--- src/hw/eik_pkg.sv ---
/*
 Package for the external interrupt and keyboard interrupt block: register address,
 bit positions, reset values and the sensitivity option encoding.
 Assumes an 8-bit I/O register space of 32 bytes starting at address zero.
*/
// Function
// - Active-low interrupt pin is asynchronous; synchronise it before clocked use.
// - Build option picks falling-edge only or falling-edge plus low-level sensitivity.
// - Build option ORs port A bits 0 to 3 into the interrupt request.
// - Keyboard pins use inverted polarity: rising edge or high level is active.
// - The chosen edge or edge-plus-level sensitivity applies to keyboard pins too.
// - Status and control register answers at address 0x0d in I/O space.
// - Bit 7 enable read/write, bit 3 pending read-only, bit 1 clear write-only.
// - Software mask bit, request bit and clear bit block, observe and acknowledge the request.
package eik_pkg;
    // ------------------------------------------------------------
    // Register map
    // ------------------------------------------------------------
    localparam logic [4:0] EIK_ADDR_STATUS_CONTROL = 5'h0d;
    localparam int EIK_BIT_ENABLE = 7;
    localparam int EIK_BIT_PENDING = 3;
    localparam int EIK_BIT_CLEAR = 1;
    localparam logic EIK_RST_ENABLE = 1'h0;
    localparam logic EIK_RST_PENDING = 1'h0;
    localparam int EIK_KBD_WIDTH = 4;
    localparam int EIK_SYNC_STAGES = 2;
    // Idle pin levels: interrupt pin high, keyboard pins low.
    localparam logic [EIK_KBD_WIDTH:0] EIK_RST_PINS = 5'h10;
    localparam logic [7:0] EIK_RST_RDATA = 8'h00;
    localparam logic EIK_RST_IRQ = 1'h0;

    // ------------------------------------------------------------
    // Sensitivity option
    // ------------------------------------------------------------
    typedef enum logic {EIK_EDGE_ONLY, EIK_EDGE_LEVEL} eik_sense_t;
endpackage

--- src/hw/eik_sync.sv ---
/*
 Two-flop synchroniser for a vector of asynchronous pin levels.
 Assumes a free-running clock and a reset value supplied as a constant.
*/
`timescale 1ns/1ps
module eik_sync
    import eik_pkg::*;
#(
    parameter int WIDTH = 1,
    parameter logic [WIDTH-1:0] RESET_VALUE = '0
)
(
    input wire logic ref_clk,
    input wire logic rst_n,
    input wire logic [WIDTH-1:0] asyncIn,
    output logic [WIDTH-1:0] syncOut
);
    logic [WIDTH-1:0] meta_q;

    // The first stage feeds only the second; nothing else may look at it.
    always_ff @(posedge ref_clk or negedge rst_n)
    begin
        if (!rst_n)
        begin
            meta_q <= RESET_VALUE;
            syncOut <= RESET_VALUE;
        end
        else
        begin
            meta_q <= asyncIn;
            syncOut <= meta_q;
        end
    end
endmodule

--- src/hw/eik_ext_irq.sv ---
/*
 External interrupt input logic with optional keyboard pins ORed in.
 Holds the status/control register and drives one interrupt request to the CPU.
 Assumes a simple synchronous 8-bit register port: address, write strobe, read strobe.
*/
`timescale 1ns/1ps
module eik_ext_irq
    import eik_pkg::*;
#(
    parameter eik_sense_t SENSE = EIK_EDGE_LEVEL,
    parameter bit KBD_ENABLE = 1'b1
)
(
    input wire logic ref_clk,
    input wire logic rst_n,
    input wire logic extIntPin_n,
    input wire logic [EIK_KBD_WIDTH-1:0] keyboardPortPins,
    input wire logic [4:0] regAddr,
    input wire logic regWrite,
    input wire logic regRead,
    input wire logic [7:0] regWdata,
    output logic [7:0] regRdata_q,
    output logic cpuIrq_q
);
    // ------------------------------------------------------------
    // Pin synchronisation
    // ------------------------------------------------------------
    logic [EIK_KBD_WIDTH:0] pinsSync;
    logic [EIK_KBD_WIDTH:0] pinsPrev_q;

    // Pins reset to their idle levels so that reset release is not seen as an edge.
    eik_sync #(
        .WIDTH(EIK_KBD_WIDTH + 1),
        .RESET_VALUE(EIK_RST_PINS)
    ) u_sync (
        .ref_clk(ref_clk),
        .rst_n(rst_n),
        .asyncIn({extIntPin_n, keyboardPortPins}),
        .syncOut(pinsSync)
    );

    // ------------------------------------------------------------
    // Source combining
    // ------------------------------------------------------------
    // One decode serves the current and the previous sample, so the two cannot drift apart.
    function automatic logic srcLevel(input logic [EIK_KBD_WIDTH:0] pins);
        logic pinLow;
        logic kbdHigh;
        pinLow = ~pins[EIK_KBD_WIDTH];
        kbdHigh = KBD_ENABLE ? (|pins[EIK_KBD_WIDTH-1:0]) : 1'h0;
        return pinLow | kbdHigh;
    endfunction

    wire logic srcActive = srcLevel(pinsSync);
    wire logic srcPrevActive = srcLevel(pinsPrev_q);
    // Edges are taken on the ORed level, as a wired-OR line would show them.
    wire logic edgeSeen = srcActive & ~srcPrevActive;
    wire logic levelSeen = (SENSE == EIK_EDGE_LEVEL) & srcActive;

    // ------------------------------------------------------------
    // Register decode
    // ------------------------------------------------------------
    wire logic selStatus = (regAddr == EIK_ADDR_STATUS_CONTROL);
    wire logic wrStatus = regWrite & selStatus;
    wire logic clearReq = wrStatus & regWdata[EIK_BIT_CLEAR];

    logic enable_q;
    logic enable_d;
    logic edgeLatch_q;
    logic edgeLatch_d;
    logic [7:0] regRdata_d;

    assign enable_d = wrStatus ? regWdata[EIK_BIT_ENABLE] : enable_q;
    // A new edge in the clearing cycle wins, so no event is lost.
    assign edgeLatch_d = edgeSeen | (edgeLatch_q & ~clearReq);
    wire logic pendingFlag = edgeLatch_q | levelSeen;

    always_comb
    begin
        regRdata_d = 8'h00;
        if (regRead && selStatus)
        begin
            regRdata_d[EIK_BIT_ENABLE] = enable_q;
            regRdata_d[EIK_BIT_PENDING] = pendingFlag;
        end
    end

    // ------------------------------------------------------------
    // State
    // ------------------------------------------------------------
    // The previous sample only ever sees the second synchroniser stage.
    always_ff @(posedge ref_clk or negedge rst_n)
    begin
        if (!rst_n)
        begin
            pinsPrev_q <= EIK_RST_PINS;
        end
        else
        begin
            pinsPrev_q <= pinsSync;
        end
    end

    a_sync_delay: assert property (@(posedge ref_clk) disable iff (!rst_n)
        $past(rst_n, 2) |-> (pinsSync[EIK_KBD_WIDTH] == $past(extIntPin_n, 2))
            && (pinsSync[EIK_KBD_WIDTH-1:0] == $past(keyboardPortPins, 2)))
        else $error("Pins not delayed by exactly two synchroniser stages.");

    a_pin_sync: assert property (@(posedge ref_clk) disable iff (!rst_n)
        $fell(extIntPin_n) |-> ##2 !pinsSync[EIK_KBD_WIDTH])
        else $error("Pin not synchronised within two cycles.");

    a_kbd_gated: assert property (@(posedge ref_clk) disable iff (!rst_n)
        (!KBD_ENABLE && pinsSync[EIK_KBD_WIDTH]) |-> !srcActive)
        else $error("Keyboard pin reached the request while disabled.");

    a_kbd_rise_edge: assert property (@(posedge ref_clk) disable iff (!rst_n)
        (KBD_ENABLE && !srcPrevActive && (|pinsSync[EIK_KBD_WIDTH-1:0])) |-> edgeSeen)
        else $error("Rising keyboard pin not seen as an edge.");

    a_pin_fall_edge: assert property (@(posedge ref_clk) disable iff (!rst_n)
        (!srcPrevActive && !pinsSync[EIK_KBD_WIDTH]) |-> edgeSeen)
        else $error("Falling interrupt pin not seen as an edge.");

    a_level_mode: assert property (@(posedge ref_clk) disable iff (!rst_n)
        (SENSE == EIK_EDGE_LEVEL && srcActive) |-> pendingFlag)
        else $error("Active level not reported in level mode.");

    a_edge_only_quiet: assert property (@(posedge ref_clk) disable iff (!rst_n)
        (SENSE == EIK_EDGE_ONLY && !edgeLatch_q) |-> !pendingFlag)
        else $error("Level reported as pending in edge-only mode.");

    a_level_release: assert property (@(posedge ref_clk) disable iff (!rst_n)
        (!srcActive && !edgeLatch_q) |-> !pendingFlag)
        else $error("Pending reported with no level and no latched edge.");

    // ------------------------------------------------------------
    // Register state
    // ------------------------------------------------------------
    always_ff @(posedge ref_clk or negedge rst_n)
    begin
        if (!rst_n)
        begin
            enable_q <= EIK_RST_ENABLE;
            edgeLatch_q <= EIK_RST_PENDING;
        end
        else
        begin
            enable_q <= enable_d;
            edgeLatch_q <= edgeLatch_d;
        end
    end

    a_edge_sets_latch: assert property (@(posedge ref_clk) disable iff (!rst_n)
        edgeSeen |=> edgeLatch_q)
        else $error("Detected edge did not set the pending latch.");

    a_clear_drops_latch: assert property (@(posedge ref_clk) disable iff (!rst_n)
        (clearReq && !edgeSeen) |=> !edgeLatch_q)
        else $error("Clear request did not drop the pending latch.");

    a_latch_holds: assert property (@(posedge ref_clk) disable iff (!rst_n)
        (edgeLatch_q && !clearReq) |=> edgeLatch_q)
        else $error("Pending latch dropped without a clear.");

    a_no_spurious_set: assert property (@(posedge ref_clk) disable iff (!rst_n)
        (!edgeSeen && !edgeLatch_q) |=> !edgeLatch_q)
        else $error("Pending latch set without an edge.");

    a_latch_needs_edge: assert property (@(posedge ref_clk) disable iff (!rst_n)
        $rose(edgeLatch_q) |-> $past(edgeSeen))
        else $error("Pending latch rose without a detected edge.");

    a_write_enable: assert property (@(posedge ref_clk) disable iff (!rst_n)
        wrStatus |=> (enable_q == $past(regWdata[EIK_BIT_ENABLE])))
        else $error("Enable bit did not take the written value.");

    a_enable_holds: assert property (@(posedge ref_clk) disable iff (!rst_n)
        !wrStatus |=> $stable(enable_q))
        else $error("Enable bit changed without a status write.");

    // ------------------------------------------------------------
    // Outputs
    // ------------------------------------------------------------
    // Both outputs leave through flip-flops, so decode glitches never reach the CPU.
    wire logic irqNext = enable_q & pendingFlag;

    always_ff @(posedge ref_clk or negedge rst_n)
    begin
        if (!rst_n)
        begin
            regRdata_q <= EIK_RST_RDATA;
            cpuIrq_q <= EIK_RST_IRQ;
        end
        else
        begin
            regRdata_q <= regRdata_d;
            cpuIrq_q <= irqNext;
        end
    end

    a_irq_masked: assert property (@(posedge ref_clk) disable iff (!rst_n)
        !enable_q |=> !cpuIrq_q)
        else $error("Interrupt reached the CPU while disabled.");

    a_irq_follows: assert property (@(posedge ref_clk) disable iff (!rst_n)
        (enable_q && pendingFlag) |=> cpuIrq_q)
        else $error("Enabled pending interrupt not raised.");

    a_irq_drops: assert property (@(posedge ref_clk) disable iff (!rst_n)
        !pendingFlag |=> !cpuIrq_q)
        else $error("Interrupt stayed up with nothing pending.");

    a_irq_needs_source: assert property (@(posedge ref_clk) disable iff (!rst_n)
        cpuIrq_q |-> ($past(enable_q) && $past(pendingFlag)))
        else $error("Interrupt raised without an enabled pending source.");

    a_read_layout: assert property (@(posedge ref_clk) disable iff (!rst_n)
        (regRead && selStatus) |=> (regRdata_q[EIK_BIT_CLEAR] == 1'h0)
            && (regRdata_q[EIK_BIT_ENABLE] == $past(enable_q)))
        else $error("Status register read layout wrong.");

    a_read_pending: assert property (@(posedge ref_clk) disable iff (!rst_n)
        (regRead && selStatus) |=> (regRdata_q[EIK_BIT_PENDING] == $past(pendingFlag)))
        else $error("Pending bit read back wrong.");

    a_read_reserved: assert property (@(posedge ref_clk) disable iff (!rst_n)
        (regRead && selStatus) |=> ((regRdata_q & 8'h77) == 8'h00))
        else $error("Unused status bits did not read as zero.");

    a_rdata_idle: assert property (@(posedge ref_clk) disable iff (!rst_n)
        !(regRead && selStatus) |=> (regRdata_q == 8'h00))
        else $error("Read data not zero outside a status read.");
endmodule

--- config.mk ---
export PLATFORM = sky130hd
export DESIGN_NAME = eik_ext_irq
export DESIGN_NICKNAME = d
export VERILOG_FILES = /design/src/hw/eik_pkg.sv /design/src/hw/eik_sync.sv /design/src/hw/eik_ext_irq.sv
export SDC_FILE = /design/constraint.sdc
export NUM_CORES = 1
export LEC_CHECK = 0
export ABC_AREA = 1
export BUFFER_PORTS_ARGS = -buffer_cell sky130_fd_sc_hd__buf_2
export CAP_MARGIN = 0
export CORE_MARGIN = 2
export CORE_UTILIZATION = 46
export DETAILED_ROUTE_END_ITERATION = 8
export GPL_TIMING_DRIVEN = 0
export PLACE_DENSITY = 0.85
export SLEW_MARGIN = 5
export SYNTH_ARGS = -nofsm -noshare
export SYNTH_HDL_FRONTEND = slang
export SYNTH_SLANG_ARGS = --single-unit
--- constraint.sdc ---
create_clock -name ref_clk -period 2.2 [get_ports ref_clk]
set_input_delay 0.22 -clock ref_clk [delete_from_list [all_inputs] [get_ports ref_clk]]
set_output_delay 0.22 -clock ref_clk [all_outputs]
set_load 0.01 [all_outputs]
Yosys cells after proc, flatten, opt, wreduce, memory -nomap -nowiden
Cells that the tools add are included.
- register bits after elaboration: 20
- logic and storage cells: 26
- equality and inequality tests: 1
- mux-type cells: 2
- bitwise logic cells: 13
- reduce and logical (&&, ||, !) cells: 3
- operator list (kind ; count):
    $reduce_or 4->1 ; 2
    $and 1x1->1 ; 5
    $eq 5x4->1 const B ; 1
    $not 1->1 ; 4
    $or 1x1->1 ; 4
    $mux 1 ; 2
    $logic_and 1x1->1 ; 1

Depth between registers and ports, before layout
Gate-level depths: netlist of run 1.
- depth after elaboration: 6
- depth in mapped cells: 6

Cells and area by module
From an unflattened synthesis of run 1, not the netlist that was laid out.
- cell total of the unflattened synthesis: 50
- area, all modules: 669.4 sq um
- by module, submodules not included (module ; instances ; cells an instance ; area an instance (sq um)):
    eik_ext_irq ; 1 ; 40 ; 416.6
    eik_sync ; 1 ; 10 ; 252.7

Worst setup path before layout of run 1
Ideal clock, no wire load.
- path type: register -> register
- start point: reg u_sync.syncOut[4]
- end point: reg cpuIrq_q
- setup time: 119 ps
- arrival: 747 ps
- required time: 2081 ps
- slack: 1334 ps
- stages on the path, launching flop included: 4
- buffers on the path: 0
- path through: dfstp_2 -> nand3_1 -> nor2_1 -> nor2_1
- word-level cells in the longest chain between the ends: 4
- ends and longest elaborated chain (item ; RTL line ; source):
    from (decl) ; eik_sync.sv:16 ; output logic [WIDTH-1:0] syncOut
    from (signal assigned) ; eik_sync.sv:31 ; syncOut <= meta_q;
    $not 1->1 ; eik_ext_irq.sv:49 ; pinLow = ~pins[EIK_KBD_WIDTH];
    $or 1x1->1 ; eik_ext_irq.sv:51 ; return pinLow | kbdHigh;
    $or 1x1->1 ; eik_ext_irq.sv:76 ; wire logic pendingFlag = edgeLatch_q | levelSeen;
    $and 1x1->1 ; eik_ext_irq.sv:186 ; wire logic irqNext = enable_q & pendingFlag;
    net irqNext ; eik_ext_irq.sv:186 ;
    to (signal assigned) ; eik_ext_irq.sv:198 ; cpuIrq_q <= irqNext;
    to (decl) ; eik_ext_irq.sv:23 ; output logic cpuIrq_q
The timed path passes the listed nets, and every way through them passes these cells.
A chain may end at the register's enable or synchronous reset.

Worst setup path in the final report of run 1
- start point: reg cpuIrq_q
- end point: out cpuIrq_q
No word-level cell between the ends.

==> out/results.ini, run 1 <==
[run_status]
status=finished clean

[clock_network]
cts_tree=built
cts_root_buffer=clkbuf_4
insertion_delay_ps=290
clock_sinks=20
post_cts_buffers=0
htree_levels=1
cts-buffers-inserted=3
clk_pin_slew_worst_paths_ps=100
clockBufferDepth=2
ctsHoldBuffers=1
ctsResizeCount=0

[cells_and_area]
fin_util=0.681
layout.nets=107
final_cell_count_no_fill=99
syn_to_final_growth_pct=36.0
antenna_cells=0
final_area_um2=908
drive_gt1_frac=0.417
layout_common_cells=18 x buf_2, 17 x dfrtp_1, 8 x nor2_1
final_common_cell=buf_2

[placed_design]
port_buffers=18
place_area_um2=796
gp_congestion=0.756
hpwl_um=693
place_inst=89

[run]
maxCapViolCount=0

[power]
vdd_ir_drop_max_uv=501
p_leak_nw=0.468
internal_power_mw=0.609
p_seq_frac=0.535
clkPwrFrac=0.382
power_per_cell_area_nw_per_um2=826
pwr-share-comb=0.083
p_sw_frac=0.188
p_sw_mw=0.141

[setup_path]
cp.depth=1
endpoint=cpuIrq_q
path_max_fanout=1
crit_path_top_delay_cell=dfrtp_1
slowest_delay_ps=370
regToRegSetupSlack_ps=1260
startpoint_type=flop
crit_chain=buf_2
end_kind=output pin
startpoint=cpuIrq_q$_DFF_PN0_
path_class=reg2out
reg2reg_from=u_sync.syncOut[4]$_DFF_PN1_
timing.rr.end=regRdata_q[3]$_DFF_PN0_
crit_buf_inv=1
cp.arrival_ps=790
required_ps=1980
reg2reg_depth=3
path_delay_family=flip-flops

[floorplanning]
die_h_um=42.1
dieArea_um2=1770
rows=13
core-area_um2=1330
die_x_um=42.1
io_pins=31
initial_core_util=0.501

[global_routing]
grtUsageTotal=0.124
grt.overflow.total=0
grt_pass1_wl_mm=1.53
grt_pass1_vias=395
antenna_found_initial=0
grt_max_degree=21

[routing]
viasPerCell=4.37
drc=0
wire_per_inst_um=9.51
drtIter0Drc=3
wl_um=941
dr.pass1.iters=2
vias=433
antenna_left=0

[synthesis]
syn_area_per_cell_um2=13.1
syn_inst=51
synth-seq-area-share=0.755
yosysWarnings=0
mappedNetlistArea_um2=668
ys_ff_latch=20
synth_cell_type_count=12

[sta]
tns_ps=0
maxSlewViolCount=0
fin_hold_ws_ps=160
fin_crit_sh=0.459
skew_ps=2.36
fmax_mhz=991
hold_viol=0
setup_viol=0
rsz0062_at_grt=false
fin_crit_ps=1010

[hold_path]
min_path_type=in2reg

[per-layer routing]
layer / vias up / track usage / wire length [um]
met4: 0 / 0.0438 / 27
met5: - / 0 / 0
li1: 211 / - / -
met1: 195 / 0.104 / 276
met2: 25 / 0.231 / 540
met3: 2 / 0.0776 / 96
[worst min path at each step]
stage	to	startpoint	cells past startpoint
floorplan	cpuIrq_q$_DFF_PN0_	rst_n	0
global placement	regRdata_q[7]$_DFF_PN0_	rst_n	1
detailed placement	regRdata_q[7]$_DFF_PN0_	rst_n	1
CTS	u_sync.meta_q[4]$_DFF_PN1_	extIntPin_n	1
global route	regRdata_q[7]$_DFF_PN0_	regRead	3
finish	regRdata_q[7]$_DFF_PN0_	regRead	3
[cell type report]
cell class	count	area (um^2)
clock inverters	1	30.0
fillers	110	425
inverters	3	11.3
multi-input cells	27	126
plain buffers	6	45.0
flip-flops and latches	20	504
well taps	15	18.8
clock buffers	3	22.5
repair buffers	24	150
[flip-flops by register name, indices dropped and copies added (netlist names)]
| signal | cells |
|---|---|
| enable_q | 1 |
| u_sync.meta_q | 5 |
| u_sync.syncOut | 5 |
| regRdata_q | 2 |
| edgeLatch_q | 1 |
| pinsPrev_q | 5 |
| cpuIrq_q | 1 |
[cell usage after synthesis]
master,count,share of area
dfrtp_1,17,0.64
nor2_1,8,0.045
buf_4,6,0.067
nand2_1,5,0.028
dfstp_2,3,0.12
inv_1,3,0.017
nand3_1,3,0.022
nand2_2,2,0.019
conb_1,1,0.0056
nand3_2,1,0.015
nand4_1,1,0.0094
nor2_4,1,0.017
[power by group through the flow]
stage,logic [mW],registers (mW),clock network (mW)
after detailed placement,0.0550,0.409,0
after floorplan,0.0260,0.409,0
after global placement,0.0528,0.407,0
final,0.0625,0.401,0.286
after global routing,0.0709,0.404,0.312
after CTS,0.0564,0.402,0.296
[kinds of logic (layout without fill, tap and decap cells)]
logic type | Yosys count | after routing | share of synthesized area
simple gates | 21 | 21 | 0.155
buf+inv | 9 | 37 | 0.0843
flops | 20 | 20 | 0.755
other cells | 1 | 6 | 0.00561
[per-stage QoR]
stage / power, mW / worst slack (ps)
3_3_place_gp: 0.460 / 1300
2_1_floorplan: 0.435 / 1330
3_5_place_dp: 0.464 / 1260
5_1_grt: 0.786 / 1150
4_1_cts: 0.755 / 1170
6_report: 0.750 / 1190
Power figures use the tool's default switching activity.
==> run 2: changes to the inputs <==
ABC_AREA = 0   (was 1)
CORE_UTILIZATION = 43   (was 46)
PLACE_DENSITY = 0.81   (was 0.85)
clock period = 1 ns   (was 2.2 ns; I/O delays follow)
==> run 2 against run 1 <==
Effect of this change:
- the run now ends with setup timing left
- flip-flop and latch count unchanged
- final cell count decreased by 10%
- count of clock-buffer cells in the layout increased by 1
- combinational power increased by 130%
- highest routed layer unchanged
- critical path type is now reg2reg
- critical path depth increased by 2
- clock skew decreased by 2.0 ps
- routed wire length decreased by 8.7%
- synthesized area decreased by 0.37%
- first-iteration DRC count decreased by 100%
- utilization decreased by 7.1 points
- synthesized cell count decreased by 22%
- power increased by 97%
==> out/results.ini, run 2 <==
[sta]
setup_slack_ps=-118  ; was 1190 ps
fin_crit_ps=1120
setup_viol=3  ; was 0
maxSlewViolCount=0  ; unchanged
fin_crit_sh=1.12
skew_ps=0.401  ; was 2.36 ps
rsz0062_at_grt=true  ; was false
fmax_mhz=894
hold_viol=0  ; unchanged

[setup_path]
path_max_fanout=3  ; was 1
cp.arrival_ps=1310  ; was 790 ps
regToRegSetupSlack_ps=-120  ; was 1260 ps
path_class=reg2reg  ; was reg2out
startpoint_type=flop  ; unchanged
required_ps=1190  ; was 1980 ps
end_kind=flop  ; was output pin

[global_routing]
grt.overflow.total=0  ; unchanged
antenna_found_initial=0  ; unchanged
grt_pass1_wl_mm=1.37  ; was 1.53 mm
grtUsageTotal=0.103  ; was 0.124
grt_pass1_vias=383  ; was 395
grt_max_degree=21  ; unchanged

[synthesis]
ys_ff_latch=20  ; unchanged
yosysTopAreaCell=dfrtp_1  ; unchanged
synth_edf_count=0  ; unchanged
synth-main-ff-cell=dfrtp_1  ; unchanged
synth-seq-area-share=0.758  ; was 0.755
mappedNetlistArea_um2=666  ; was 668 um^2
synth_common_cells=17 x dfrtp_1, 6 x buf_4, 3 x dfstp_2, 2 x nand2_1, 2 x nor4_1  ; was 17 x dfrtp_1, 8 x nor2_1, 6 x buf_4, 5 x nand2_1
synth_area_leaders=dfrtp_1 64%, dfstp_2 12%, buf_4 6.8%  ; was dfrtp_1 64%, dfstp_2 12%, buf_4 6.7%
syn_area_per_cell_um2=16.6  ; was 13.1 um^2
syn_inst=40  ; was 51
synth_cell_type_count=15  ; was 12
synth_most_common_cell=dfrtp_1  ; unchanged
yosysWarnings=0  ; unchanged
synth_top_area_frac=0.639  ; was 0.637
synthArstFlopShare=1.00  ; unchanged

[routing]
drc=0  ; unchanged
drtIter0Drc=0  ; was 3
vias=395  ; was 433
antenna_left=0  ; unchanged
wl_um=859  ; was 941 um
viasPerCell=4.44  ; was 4.37
dr.pass1.iters=1  ; was 2
wire_per_inst_um=9.65  ; was 9.51 um

[cells_and_area]
syn_to_final_growth_pct=34.8  ; was 36.0%
final_common_cell=buf_2  ; unchanged
antenna_cells=0  ; unchanged
drive_gt1_frac=0.479  ; was 0.417
fin_util=0.610  ; was 0.681
layout_common_cells=18 x buf_2, 17 x dfrtp_1, 6 x buf_4, 6 x conb_1, 6 x dlygate4sd3_1  ; was 18 x buf_2, 17 x dfrtp_1, 8 x nor2_1
layout.nets=96  ; was 107
reg.largest.list=pinsPrev_q x5, u_sync.meta_q x5, u_sync.syncOut x5  ; unchanged
final_area_um2=897  ; was 908 um^2

[floorplanning]
die_x_um=43.3  ; was 42.1 um
dieArea_um2=1880  ; was 1770 um^2
core-area_um2=1470  ; was 1330 um^2
die_h_um=43.3  ; was 42.1 um
io_pins=31  ; unchanged
rows=14  ; was 13
initial_core_util=0.452  ; was 0.501

[power]
p_leak_nw=0.460  ; was 0.468 nW
report.power.total_mw=1.48  ; was 0.750 mW
power_per_cell_area_nw_per_um2=1650  ; was 826 nW/um^2
vdd_ir_drop_max_uv=1010  ; was 501 uV

[clock_network]
clk_pin_slew_worst_paths_ps=100  ; about the same
cts_root_buffer=clkbuf_4  ; unchanged
insertion_delay_ps=290  ; about the same
post_cts_buffers=0  ; unchanged
clockBufferDepth=2  ; unchanged
htree_levels=1  ; unchanged
clock_sinks=20  ; unchanged
cts_tree=built  ; unchanged
cts-buffers-inserted=3  ; unchanged

[placed_design]
port_buffers=18  ; unchanged
place_area_um2=795  ; was 796 um^2
gp_congestion=0.692  ; was 0.756
dp_slack_ps=-121  ; was 1260 ps

[run]
maxCapViolCount=0  ; unchanged

[hold_path]
min_path_type=in2reg  ; unchanged

[run_status]
status=finished with violations  ; was finished clean
violations=setup timing

-- run 2: timing repair --
| action | in CTS | in global routing |
|---|---|---|
| gates cloned | 0 | 0 |
| pin swaps | 3 | 3 |
| hold buffers | 6 | 0 |
| endpoints found under the hold margin | 22 | 0 |
| resized for setup | 1 | 0 |
| endpoints found under the setup margin | 3 | 3 |
-- run 2: worst paths after layout --
check / startpoint / cells past startpoint / to
max in group asynchronous: rst_n / 2 / u_sync.syncOut[4]$_DFF_PN1_
setup reg to reg: u_sync.syncOut[1]$_DFF_PN0_ / 3 / regRdata_q[3]$_DFF_PN0_
min in group asynchronous: rst_n / 2 / cpuIrq_q$_DFF_PN0_
hold reg to reg: u_sync.meta_q[4]$_DFF_PN1_ / 0 / u_sync.syncOut[4]$_DFF_PN1_
hold / removal: regRead / 2 / regRdata_q[3]$_DFF_PN0_
setup / recovery: u_sync.syncOut[1]$_DFF_PN0_ / 3 / regRdata_q[3]$_DFF_PN0_
-- run 2: report_power, final --
part	total, mW	internal, mW	switching (mW)
logic	0.146	0.0856	0.0600
clock network	0.441	0.222	0.219
registers	0.894	0.869	0.0249
-- run 2: logic make-up (layout without fill, tap and decap cells) --
logic type | after synthesis | after routing | synth area share
muxes | 1 | 1 | 0.0169
and+or+nand+nor | 8 | 8 | 0.0996
buffers and inverters | 6 | 34 | 0.0677
other | 1 | 6 | 0.00563
DFF | 20 | 20 | 0.758
AOI/OAI and AO/OA | 4 | 4 | 0.0526
-- run 2: stage by stage --
step | TNS [ps] | instances | hold WS [ps]
3_3_place_gp | -317 | 79 | 45.9
6_report | -315 | 89 | 38.9
3_5_place_dp | -371 | 79 | 57.5
4_1_cts | -296 | 89 | 29.3
5_1_grt | -544 | 89 | 36.6
2_1_floorplan | -58.7 | 45 | -196
-- run 2: layer usage --
layer / track usage / share of wire / up-vias
li1: - / - / 189
met1: 0.0917 / 0.36 / 183
met2: 0.194 / 0.51 / 21
met3: 0.0417 / 0.099 / 2
met4: 0.0545 / 0.022 / 0
met5: 0 / 0 / -
-- run 2: critical path, stage by stage, from the launching register on --
cell	delay [ps]
dfrtp_1	400
nor4_2	260
nand2_1	140
o211a_1	220
-- run 2: final cells by class --
class	instances	area, um^2
Fill cell	133	574
Sequential cell	20	504
Timing Repair Buffer	24	150
Multi-Input combinational cell	19	141
Buffer	6	45.0
Clock buffer	4	36.3
Tap cell	16	20.0
